<file path="src/logic/lpps_consts.svh">
// Constants for the panel power sequencer: register offsets, reset values and widths.
`ifndef LPPS_CONSTS_SVH
`define LPPS_CONSTS_SVH
`define LPPS_ADDR_CTRL 12'h000
`define LPPS_ADDR_STATUS 12'h004
`define LPPS_ADDR_UP_DLY 12'h008
`define LPPS_ADDR_LAMP_DLY 12'h00c
`define LPPS_ADDR_LOFF_DLY 12'h010
`define LPPS_ADDR_SOFF_DLY 12'h014
`define LPPS_ADDR_CYC_DLY 12'h018
`define LPPS_DLY_W 20
`define LPPS_DLY_RESET 20'h003e8
`define LPPS_DLY_MIN 20'h00001
`define LPPS_CTRL_ON_BIT 0
`define LPPS_ST_SUPPLY_BIT 0
`define LPPS_ST_LINK_BIT 1
`define LPPS_ST_LAMP_BIT 2
`define LPPS_ST_WAIT_BIT 3
`define LPPS_ST_STATE_LSB 4
`endif

</file>
<file path="src/logic/lpps_pkg.sv">
// Types shared by the panel power sequencer.
package lpps_pkg;
   typedef enum logic [2:0] {
      LPPS_OFF = 3'b000,
      LPPS_UP_SUPPLY = 3'b001,
      LPPS_UP_LINK = 3'b010,
      LPPS_ON = 3'b011,
      LPPS_DN_LAMP = 3'b100,
      LPPS_DN_LINK = 3'b101
   } lpps_state_t;
   typedef struct packed {
      logic supply;
      logic link;
      logic lamp;
   } lpps_pins_t;
endpackage

</file>
<file path="src/logic/lpps_sequencer.sv">
// Panel power sequencer with an APB register interface.
//
// Local design decisions: the APB register port and the placing of the registers.
`include "lpps_consts.svh"
`timescale 1ns/1ps
`default_nettype none
module lpps_sequencer
   import lpps_pkg::*;
#(
   parameter int DLY_W = `LPPS_DLY_W
) (
   input wire logic pclk,
   input wire logic presetn,
   input wire logic psel,
   input wire logic penable,
   input wire logic pwrite,
   input wire logic [11:0] paddr,
   input wire logic [31:0] pwdata,
   output logic [31:0] prdata,
   output logic pready,
   output logic pslverr,
   output logic panel_supply_enable,
   output logic lamp_supply_enable,
   output logic link_enable
);
   logic on_req_r;
   logic [DLY_W-1:0] up_dly_r;
   logic [DLY_W-1:0] lamp_dly_r;
   logic [DLY_W-1:0] loff_dly_r;
   logic [DLY_W-1:0] soff_dly_r;
   logic [DLY_W-1:0] cyc_dly_r;
   logic [DLY_W-1:0] cnt_r;
   logic [DLY_W-1:0] cnt_nxt;
   logic [DLY_W-1:0] cyc_cnt_r;
   logic [DLY_W-1:0] cyc_cnt_nxt;
   lpps_state_t state_r;
   lpps_state_t state_nxt;
   lpps_pins_t pins_r;
   lpps_pins_t pins_nxt;
   logic [31:0] prdata_nxt;
   logic pslverr_nxt;
   logic [DLY_W-1:0] step_age_r;
   logic [DLY_W-1:0] step_age_nxt;

   // APB decode: access phase strobes and address hits.
   wire logic acc = psel & penable & ~pready;
   wire logic wr = psel & penable & pwrite & pready; // Writes land as the access completes.
   wire logic hit_ctrl = (paddr == `LPPS_ADDR_CTRL);
   wire logic hit_stat = (paddr == `LPPS_ADDR_STATUS);
   wire logic hit_up = (paddr == `LPPS_ADDR_UP_DLY);
   wire logic hit_lamp = (paddr == `LPPS_ADDR_LAMP_DLY);
   wire logic hit_loff = (paddr == `LPPS_ADDR_LOFF_DLY);
   wire logic hit_soff = (paddr == `LPPS_ADDR_SOFF_DLY);
   wire logic hit_cyc = (paddr == `LPPS_ADDR_CYC_DLY);
   wire logic hit_any = hit_ctrl | hit_stat | hit_up | hit_lamp | hit_loff | hit_soff | hit_cyc;
   wire logic cyc_done = (cyc_cnt_r == '0);
   wire logic cnt_done = (cnt_r == '0);
   wire logic [DLY_W-1:0] one = DLY_W'(`LPPS_DLY_MIN);
   wire logic [31:0] status_word = {25'h0000000, state_r, cyc_done ? 1'b0 : 1'b1,
                                    pins_r.lamp, pins_r.link, pins_r.supply};

   // Read mux; unmapped addresses read zero and flag an error.
   assign prdata_nxt = !acc || pwrite ? 32'h00000000 :
                       hit_ctrl ? {31'h00000000, on_req_r} :
                       hit_stat ? status_word :
                       hit_up ? 32'(up_dly_r) :
                       hit_lamp ? 32'(lamp_dly_r) :
                       hit_loff ? 32'(loff_dly_r) :
                       hit_soff ? 32'(soff_dly_r) :
                       hit_cyc ? 32'(cyc_dly_r) : 32'h00000000;
   assign pslverr_nxt = acc & ~hit_any;

   // Bus answer registers: one wait state, answer in the second access cycle.
   always_ff @(posedge pclk or negedge presetn) begin
      if (!presetn) begin
         pready <= 1'b0;
         prdata <= 32'h00000000;
         pslverr <= 1'b0;
      end else begin
         pready <= acc;
         prdata <= prdata_nxt;
         pslverr <= pslverr_nxt;
      end
   end

   // Software-loaded request bit and intervals; a zero interval is stored as one cycle.
   always_ff @(posedge pclk or negedge presetn) begin
      if (!presetn) begin
         on_req_r <= 1'b0;
         up_dly_r <= DLY_W'(`LPPS_DLY_RESET);
         lamp_dly_r <= DLY_W'(`LPPS_DLY_RESET);
         loff_dly_r <= DLY_W'(`LPPS_DLY_RESET);
         soff_dly_r <= DLY_W'(`LPPS_DLY_RESET);
         cyc_dly_r <= DLY_W'(`LPPS_DLY_RESET);
      end else if (wr) begin
         if (hit_ctrl) on_req_r <= pwdata[`LPPS_CTRL_ON_BIT];
         if (hit_up) up_dly_r <= (pwdata[DLY_W-1:0] == '0) ? one : pwdata[DLY_W-1:0];
         if (hit_lamp) lamp_dly_r <= (pwdata[DLY_W-1:0] == '0) ? one : pwdata[DLY_W-1:0];
         if (hit_loff) loff_dly_r <= (pwdata[DLY_W-1:0] == '0) ? one : pwdata[DLY_W-1:0];
         if (hit_soff) soff_dly_r <= (pwdata[DLY_W-1:0] == '0) ? one : pwdata[DLY_W-1:0];
         if (hit_cyc) cyc_dly_r <= (pwdata[DLY_W-1:0] == '0) ? one : pwdata[DLY_W-1:0];
      end
   end

   // Sequencer next state: each timed step waits out its interval counter before moving on, except that a cleared request ends a power-up step at once.
   always_comb begin
      state_nxt = state_r;
      pins_nxt = pins_r;
      cnt_nxt = cnt_done ? cnt_r : cnt_r - one;
      cyc_cnt_nxt = cyc_done ? cyc_cnt_r : cyc_cnt_r - one;
      case (state_r)
         LPPS_OFF: begin
            if (on_req_r && cyc_done) begin
               state_nxt = LPPS_UP_SUPPLY;
               pins_nxt.supply = 1'b1;
               cnt_nxt = up_dly_r;
            end
         end
         LPPS_UP_SUPPLY: begin
            if (!on_req_r) begin
               state_nxt = LPPS_DN_LINK;
               cnt_nxt = soff_dly_r;
            end else if (cnt_done) begin
               state_nxt = LPPS_UP_LINK;
               pins_nxt.link = 1'b1;
               cnt_nxt = lamp_dly_r;
            end
         end
         LPPS_UP_LINK: begin
            if (!on_req_r) begin
               state_nxt = LPPS_DN_LINK;
               pins_nxt.link = 1'b0;
               cnt_nxt = soff_dly_r;
            end else if (cnt_done) begin
               state_nxt = LPPS_ON;
               pins_nxt.lamp = 1'b1;
            end
         end
         LPPS_ON: begin
            if (!on_req_r) begin
               state_nxt = LPPS_DN_LAMP;
               pins_nxt.lamp = 1'b0;
               cnt_nxt = loff_dly_r;
            end
         end
         LPPS_DN_LAMP: begin
            if (cnt_done) begin
               state_nxt = LPPS_DN_LINK;
               pins_nxt.link = 1'b0;
               cnt_nxt = soff_dly_r;
            end
         end
         LPPS_DN_LINK: begin
            if (cnt_done) begin
               state_nxt = LPPS_OFF;
               pins_nxt.supply = 1'b0;
               cyc_cnt_nxt = cyc_dly_r;
            end
         end
         default: begin
            state_nxt = LPPS_OFF;
            pins_nxt = '0;
         end
      endcase
   end

   // Sequencer registers; reset leaves everything off with no cycle wait pending.
   always_ff @(posedge pclk or negedge presetn) begin
      if (!presetn) begin
         state_r <= LPPS_OFF;
         pins_r <= '0;
         cnt_r <= '0;
         cyc_cnt_r <= '0;
      end else begin
         state_r <= state_nxt;
         pins_r <= pins_nxt;
         cnt_r <= cnt_nxt;
         cyc_cnt_r <= cyc_cnt_nxt;
      end
   end

   // Cycles since any panel enable last changed; it saturates and starts full after reset,
   // so the checks below see the power-cycle wait as already met.
   wire logic pins_change = (pins_nxt != pins_r);
   wire logic age_full = (step_age_r == '1);
   assign step_age_nxt = pins_change ? '0 : (age_full ? step_age_r : step_age_r + one);

   // Age register for the interval checks; it never feeds the sequencer itself.
   always_ff @(posedge pclk or negedge presetn) begin
      if (!presetn) begin
         step_age_r <= '1;
      end else begin
         step_age_r <= step_age_nxt;
      end
   end

   // Only the sequencer drives the panel pins, each straight from a flip-flop.
   assign panel_supply_enable = pins_r.supply;
   assign lamp_supply_enable = pins_r.lamp;
   assign link_enable = pins_r.link;

   // Ordering checks tied to the sequencer's own state and counters.
   a_link_needs_supply: assert property (@(posedge pclk) disable iff (!presetn)
      link_enable |-> panel_supply_enable)
      else $error("Link driven without panel supply.");
   a_lamp_needs_link: assert property (@(posedge pclk) disable iff (!presetn)
      lamp_supply_enable |-> link_enable)
      else $error("Lamp on without active link.");
   a_link_start_wait: assert property (@(posedge pclk) disable iff (!presetn)
      $rose(link_enable) |-> $past(state_r) == LPPS_UP_SUPPLY && $past(cnt_r) == '0)
      else $error("Link started before supply interval ended.");
   a_lamp_on_wait: assert property (@(posedge pclk) disable iff (!presetn)
      $rose(lamp_supply_enable) |-> $past(state_r) == LPPS_UP_LINK && $past(cnt_r) == '0)
      else $error("Lamp enabled before link interval ended.");
   a_link_stop_wait: assert property (@(posedge pclk) disable iff (!presetn)
      $fell(link_enable) && $past(state_r) == LPPS_DN_LAMP |-> $past(cnt_r) == '0)
      else $error("Link stopped before lamp-off interval ended.");
   a_supply_off_wait: assert property (@(posedge pclk) disable iff (!presetn)
      $fell(panel_supply_enable) |-> $past(state_r) == LPPS_DN_LINK && $past(cnt_r) == '0
      && !link_enable)
      else $error("Supply removed before link-off interval ended.");
   a_cycle_wait_load: assert property (@(posedge pclk) disable iff (!presetn)
      $fell(panel_supply_enable) |-> cyc_cnt_r == $past(cyc_dly_r))
      else $error("Power cycle wait not loaded at supply off.");
   a_cycle_wait_hold: assert property (@(posedge pclk) disable iff (!presetn)
      $rose(panel_supply_enable) |-> $past(cyc_cnt_r) == '0)
      else $error("Power-up started during power cycle wait.");
   a_interval_nonzero: assert property (@(posedge pclk) disable iff (!presetn)
      up_dly_r != '0 && lamp_dly_r != '0 && loff_dly_r != '0 && soff_dly_r != '0
      && cyc_dly_r != '0)
      else $error("Interval register holds zero.");
   a_abort_reverse: assert property (@(posedge pclk) disable iff (!presetn)
      state_r == LPPS_UP_LINK && !on_req_r |=> state_r == LPPS_DN_LINK && !link_enable
      && cnt_r == $past(soff_dly_r))
      else $error("Aborted power-up did not reverse correctly.");

   // An abort while the supply settles goes straight to the supply-off wait.
   a_abort_early: assert property (@(posedge pclk) disable iff (!presetn)
      state_r == LPPS_UP_SUPPLY && !on_req_r |=> state_r == LPPS_DN_LINK && !link_enable
      && cnt_r == $past(soff_dly_r))
      else $error("Power-up aborted in supply wait did not reverse correctly.");

   // The link starts only after the supply has stood for the whole interval.
   a_link_up_age: assert property (@(posedge pclk) disable iff (!presetn)
      $rose(link_enable) |-> $past(step_age_r) >= $past(up_dly_r))
      else $error("Link started too soon after supply on.");

   // The lamp comes on only after the link has run for the whole interval.
   a_lamp_up_age: assert property (@(posedge pclk) disable iff (!presetn)
      $rose(lamp_supply_enable) |-> $past(step_age_r) >= $past(lamp_dly_r))
      else $error("Lamp enabled too soon after link start.");

   // On power-down the link stops only after the lamp-off interval.
   a_link_down_age: assert property (@(posedge pclk) disable iff (!presetn)
      $fell(link_enable) && $past(state_r) == LPPS_DN_LAMP |-> $past(step_age_r) >= $past(loff_dly_r))
      else $error("Link stopped too soon after lamp off.");

   // The supply drops only after the last change has stood for the link-off interval.
   a_supply_down_age: assert property (@(posedge pclk) disable iff (!presetn)
      $fell(panel_supply_enable) |-> $past(step_age_r) >= $past(soff_dly_r))
      else $error("Supply removed too soon after link off.");

   // The supply returns only after the power-cycle wait has run out.
   a_cycle_wait_age: assert property (@(posedge pclk) disable iff (!presetn)
      $rose(panel_supply_enable) |-> $past(step_age_r) >= $past(cyc_dly_r))
      else $error("Supply enabled again too soon after supply off.");

   // While idle every panel enable is low.
   a_off_all_low: assert property (@(posedge pclk) disable iff (!presetn)
      state_r == LPPS_OFF |-> !panel_supply_enable && !link_enable && !lamp_supply_enable)
      else $error("Panel enable high while sequencer is off.");

   // Fully on means supply, link and lamp are all driven.
   a_on_all_high: assert property (@(posedge pclk) disable iff (!presetn)
      state_r == LPPS_ON |-> panel_supply_enable && link_enable && lamp_supply_enable)
      else $error("Panel enable low while sequencer is on.");

   // The lamp stays off throughout power-down.
   a_down_lamp_low: assert property (@(posedge pclk) disable iff (!presetn)
      state_r == LPPS_DN_LAMP || state_r == LPPS_DN_LINK |-> !lamp_supply_enable)
      else $error("Lamp on during power-down.");

   // Each access gets a single-cycle ready pulse.
   a_ready_pulse: assert property (@(posedge pclk) disable iff (!presetn)
      pready |=> !pready)
      else $error("Ready held for more than one cycle.");

   // An error is only flagged together with ready.
   a_error_needs_ready: assert property (@(posedge pclk) disable iff (!presetn)
      pslverr |-> pready)
      else $error("Error flagged without ready.");

   // Read data rests at zero outside the answer cycle.
   a_idle_data_zero: assert property (@(posedge pclk) disable iff (!presetn)
      !pready |-> prdata == 32'h00000000)
      else $error("Read data not zero outside the answer cycle.");
endmodule
`default_nettype wire

</file>
<file path="config.mk">
export PLATFORM = sky130hd
export DESIGN_NAME = lpps_sequencer
export DESIGN_NICKNAME = d
export VERILOG_FILES = /design/src/logic/lpps_pkg.sv /design/src/logic/lpps_sequencer.sv
export VERILOG_INCLUDE_DIRS = /design/src /design/src/logic
export SDC_FILE = /design/constraint.sdc
export NUM_CORES = 1
export LEC_CHECK = 0
export BUFFER_PORTS_ARGS = -buffer_cell sky130_fd_sc_hd__buf_2
export CORE_AREA = 3 3 151 153
export DETAILED_ROUTE_END_ITERATION = 10
export DIE_AREA = 0 0 154 156
export PLACE_DENSITY_LB_ADDON = 0.05
export SLEW_MARGIN = 5
export SYNTH_ARGS = -nofsm -noshare
export SYNTH_HDL_FRONTEND = slang
export SYNTH_SLANG_ARGS = --single-unit
</file>
<file path="constraint.sdc">
create_clock -name pclk -period 2.8 [get_ports pclk]
set_input_delay 0.14 -clock pclk [delete_from_list [all_inputs] [get_ports pclk]]
set_output_delay 0.14 -clock pclk [all_outputs]
set_load 0.05 [all_outputs]
</file>
# == After elaboration in Yosys (flattened, before gate mapping) ==
# Index checks and enable logic that the tools add are counted.
# totals
regBits,169
in_bits,49
out_inout_bits,37
# op_classes
addsub,2
eq_ne,22
mux,38
bitwise,16
n_reduce_logical,21
# ops
cell,count
two-way mux 20 bit,19
case mux 20 bit (5 select lines),1
logical NOT 20 bit,3
subtractor 20 x 1 -> 20 bit (second input constant),2
equality test 12 x 5 -> 1 bit (second input constant),3
equality test 12 x 4 -> 1 bit (second input constant),2
two-way mux 3 bit,8
!= test 2 bit (second input constant),9
case mux 3 bit (6 select lines),1
equality test 12 x 3 -> 1 bit (second input constant),1
logical NOT 12 bit,1
AND reduction 2 bit,6
OR reduction 4 bit,2
equality test 3 x 2 -> 1 bit (second input constant),2
equality test 3 bit (second input constant),2
two-way mux 1 bit,6
!= test 3 bit (second input constant),2
bitwise OR 1 bit,6
case mux 1 bit (3 select lines),2
AND reduction 6 bit,1
AND 1 bit,5
NOT 1 bit,5
AND reduction 5 bit,1
case mux 1 bit (4 select lines),1
8 further kinds,8

# == Depth between registers and ports, before layout ==
# depth
word_depth,9
depth_mapped,10

# == Worst setup path before layout ==
# No wires, ideal clock.
# synth_timing
path_type,register to register
start,register cnt_r[11]
end,register cnt_r[3]
setup_ns,0.126
t_arrival_ns,2.403
required_time_ns,2.674
path_slack_ns,0.271
path_stages_with_launch,9
path_buffers,2
path_cell_list,dfrtp_1 > or4_4 > or3_1 > buf_6 > buf_6 > nor4_4 > o22ai_1 > a211o_1 > a221o_1
# synth_via
elab_chain_len,5
# synth_rtl
element,line_no,source
start: declaration,lpps_sequencer.sv:32,logic [DLY_W-1:0] cnt_r;
start signal: assignment,lpps_sequencer.sv:177,cnt_r <= cnt_nxt;
logical NOT 20 bit (*),lpps_sequencer.sv:57,wire logic cnt_done = (cnt_r == '0);
two-way mux 20 bit,lpps_sequencer.sv:109,cnt_nxt = cnt_done ? cnt_r : cnt_r - one;
two-way mux 20 bit,lpps_sequencer.sv:123,end else if (cnt_done) begin
two-way mux 20 bit,lpps_sequencer.sv:120,if (!on_req_r) begin
case mux 20 bit (5 select lines) (*),lpps_sequencer.sv:111,case (state_r)
named net cnt_nxt[3],lpps_sequencer.sv:33,logic [DLY_W-1:0] cnt_nxt;
# Mark *: on every way through the listed nets, which the timed path passes. The rest lies on a longest branch.
# A chain may end at the register's enable or synchronous reset.

# == Worst setup path after layout ==
# layout_timing
start,register cnt_r[13]
end,register cnt_r[18]
# layout_via
elab_chain_len,5
# layout_rtl
element,line_no
subtractor 20 x 1 -> 20 bit or logical NOT 20 bit (tied branches),"lpps_sequencer.sv:109, lpps_sequencer.sv:57"
two-way mux 20 bit,lpps_sequencer.sv:109
two-way mux 20 bit,lpps_sequencer.sv:123
two-way mux 20 bit,lpps_sequencer.sv:120
case mux 20 bit (5 select lines) (*),lpps_sequencer.sv:111
named net cnt_nxt[18],lpps_sequencer.sv:33
# Marks and branches as above.

==> results by group <==
Setup path
  • CP max stage delay: about 0.58 ns
  • FF-to-FF path depth: 8
  • Worst EP arrival: slightly above 3 ns
  • Max Fanout on Critical Path: 5
  • Crit path launch type: flip-flop
  • Crit path required time: 3.16 ns
  • Endpoint type of the worst setup path: flip-flop
  • Critical path class: flip-flop to flip-flop
  • Worst path slowest cell: or4_4
  • Crit path cell chain: or4_4, or3_4, nor3_2, buf_4, and3_1, o21ai_0, a32oi_1, a2bb2oi_1

Routing
  • Drt pass-1 iters: 6
  • Vias: 8,773
  • Via density: 6.23
  • Routed wire length: between 30 and 40 mm
  • Routed Antenna Nets: 0
  • Post-DR wirelength/cell: about 24 um
  • DRC violations left: 0
  • Initial drt markers: 717

Clock network
  • CTS root buf: clkbuf_16
  • TritonCTS clock tree: done
  • Setup bufs post-CTS: 0
  • CTS Buffer Depth: 2
  • Clk slew on worst S/H paths: 0.08 ns
  • Number of buffers created by CTS: 17
  • Num Clock Sinks: 169
  • Number of H-tree levels: 4
  • Clk Latency, worst-skew pair: 0.44 ns

STA
  • Tightest Pin Transition: 0.823 ns
  • Final setup vio count: 0
  • Period utilisation layout: 0.954
  • Hold WS: 0.00778 ns
  • RSZ-0062 raised after global routing: false
  • Post-layout min period: 2.67 ns
  • Final Max Slew Viols: 0
  • Post-route setup slack: 0.128 ns
  • Fin. Hold Viols: 0
  • Max_slew headroom: 0.446
  • Clock Skew: approximately 0.012 ns
  • Fmax achieved: about 0.37 GHz
  • Setup_tns: 0 ns

Logic synthesis
  • Post-synth top area share: 0.358
  • Post-synth top area cell: dfrtp_1
  • Syn Area/Cell: 9.55 um^2
  • Commonest register cell after synthesis: dfrtp_1
  • Synth Cell Area: 9720 um^2
  • Seq/Total Area, Yosys: 0.439
  • Area contributors post-synth: dfrtp_1 (36%), mux2_2 (11%), dfstp_2 (8.1%)
  • Syn Inst Count: 1,018
  • Ys async rst share: 1.00
  • Post-synth EDFFs: 0
  • Seq cells post-synth: 169
  • Ys Warns: 0
  • Post-synth cell types: 78

Floorplan
  • Starting Density: 0.448
  • # IOs: 86
  • Die height: between 150 and 200 um
  • Die width: 154 um
  • Die area: 24,000 um^2
  • Core ar.: 21,700 um^2
  • # rows: 54

Finish
  • # fillers: 2,020
  • Commonest non-fill, non-tap cell in the layout: dfrtp_1
  • Final Cell Area: 11,400 um^2
  • # diodes: 0
  • Layout cells sized above 1: 0.289
  • Layout area overhead: 17.7%
  • Most frequent cells in the layout: dfrtp_1 (138), a21oi_1 (98), mux2_2 (94)
  • Nets@finish: approximately 1.2k
  • Util after Layout: 0.528

Worst hold path
  • Hold path depth: 2
  • Hold/Removal Path Class: input pin to flip-flop

Place
  • Port Buf Inserts: 61
  • Dpl cell area: 10,700 um^2
  • Routability cong.: 0.975
  • Dpl hpwl: 24.4 mm
  • Pre-CTS setup slack: 0.0835 ns

Power
  • Leak pwr: around 0.0051 uW
  • VDD IR max: 0.405 mV
  • Int Pwr: about 4700 uW
  • Combinational Power Share: 0.286
  • PD cells: 643 nW/um^2
  • Switch share: 0.356
  • Sw Pwr: ~2600 uW
  • Sequential power share: 0.370
  • Clock power frac: 0.344

Run
  • Max-cap violation count: 0

GRT
  • Initial antenna violation count: 0
  • GRT overflow: 0
  • GRT Overall Usage: 0.282
  • First-pass GRT wire length: 51.8 mm
  • Largest net degree at the start of global routing: 71
  • Number of global-route vias before repair: a little over 8k

Run status
  • Outcome: completed
==> logic make-up after synthesis <==
group / share of synthesized area
compound gates: 0.199
other cells: 0.000386
fa+ha+maj: 0.00386
xor+xnor: 0.0180
simple gates: 0.160
buf+inv: 0.0454
flops: 0.439
mux: 0.135
==> flip-flops by register name, summed over array words and instances (netlist names) <==
name / flops
lamp_dly_r: 20
lamp_supply_enable: 1
cyc_cnt_r: 20
loff_dly_r: 20
cyc_dly_r: 20
state_r: 3
on_req_r: 1
panel_supply_enable: 1
up_dly_r: 20
link_enable: 1
pready: 1
prdata: 20
cnt_r: 20
pslverr: 1
soff_dly_r: 20
==> routing by layer <==
| layer | global-route usage | up-vias | routed length (um) |
|---|---|---|---|
| met5 | 0 | - | 0 |
| met4 | 0.0984 | 0 | 1090 |
| met3 | 0.0607 | 57 | 2240 |
| met2 | 0.438 | 336 | 15400 |
| met1 | 0.392 | 4397 | 14900 |
| li1 | - | 3983 | - |
==> through the flow <==
| step | total power, uW | instances |
|---|---|---|
| 5_1_grt | 7720 | 1408 |
| 3_3_place_gp | 4800 | 1371 |
| 2_1_floorplan | 4090 | 1029 |
| 4_1_cts | 7360 | 1408 |
| 3_5_place_dp | 4820 | 1371 |
| 6_report | 7360 | 1408 |
==> critical path, delay by kind of cell (launching register included) <==
| kind | cells | cell delay [ns] |
|---|---|---|
| buffers and inverters | 1 | 0.24 |
| AND/OR/NAND/NOR | 4 | 1.53 |
| flip-flops | 1 | 0.39 |
| AO/OA/AOI/OAI | 3 | 0.43 |
==> path summary, 6_finish.rpt <==
| kind | to | startpoint | slack, ns |
|---|---|---|---|
| worst max-delay path | cnt_r[18] | cnt_r[13] | 0.13 |
| min in group asynchronous | cnt_r[1] | presetn | 0.29 |
| worst min-delay path | loff_dly_r[15] | pwdata[15] | 0.008 |
| max in group asynchronous | cyc_cnt_r[7] | presetn | 1.65 |
| worst max register to register | cnt_r[18] | cnt_r[13] | 0.13 |
| worst min register to register | pready | pready | 0.50 |
==> synth_stat cells (16+ instances only) <==
cell type    n
nand2_1     77
clkbuf_1    49
nor2_1      89
nor3_1      26
a31oi_1     16
o21ai_0     48
a21oi_1     98
dfrtp_1    139
nand3_1     25
dfstp_2     30
mux2_2      94
inv_1       16
nor4_1      22
mux2i_1     25
==> layout make-up <==
cell class	instances	area (um^2)	share of cell area
timing repair buffer	147	1030	0.0902
sequential	169	4270	0.373
tap	280	350	0.0306
clock inverter	14	208	0.0181
multi-input combinational	764	5100	0.445
inverter	16	60.1	0.00525
clock buffer	18	429	0.0375
==> power groups by stage <==
stage                     sequential, uW  combinational (uW)  clock [uW]
final                               2730                2110        2530
after global routing                2740                2300        2680
after CTS                           2720                2070        2580
after detailed placement            2760                2050           0
after global placement              2760                2040           0
after floorplan                     2760                1330           0
==> repair_timing <==
action                                 4_1_cts  5_1_grt
hold buffers                                 5        0
endpoints found under the hold margin       56        0
gates resized for setup                      0        4
setup endpoints to repair                    0       15
(Power assumes the default switching activity.)
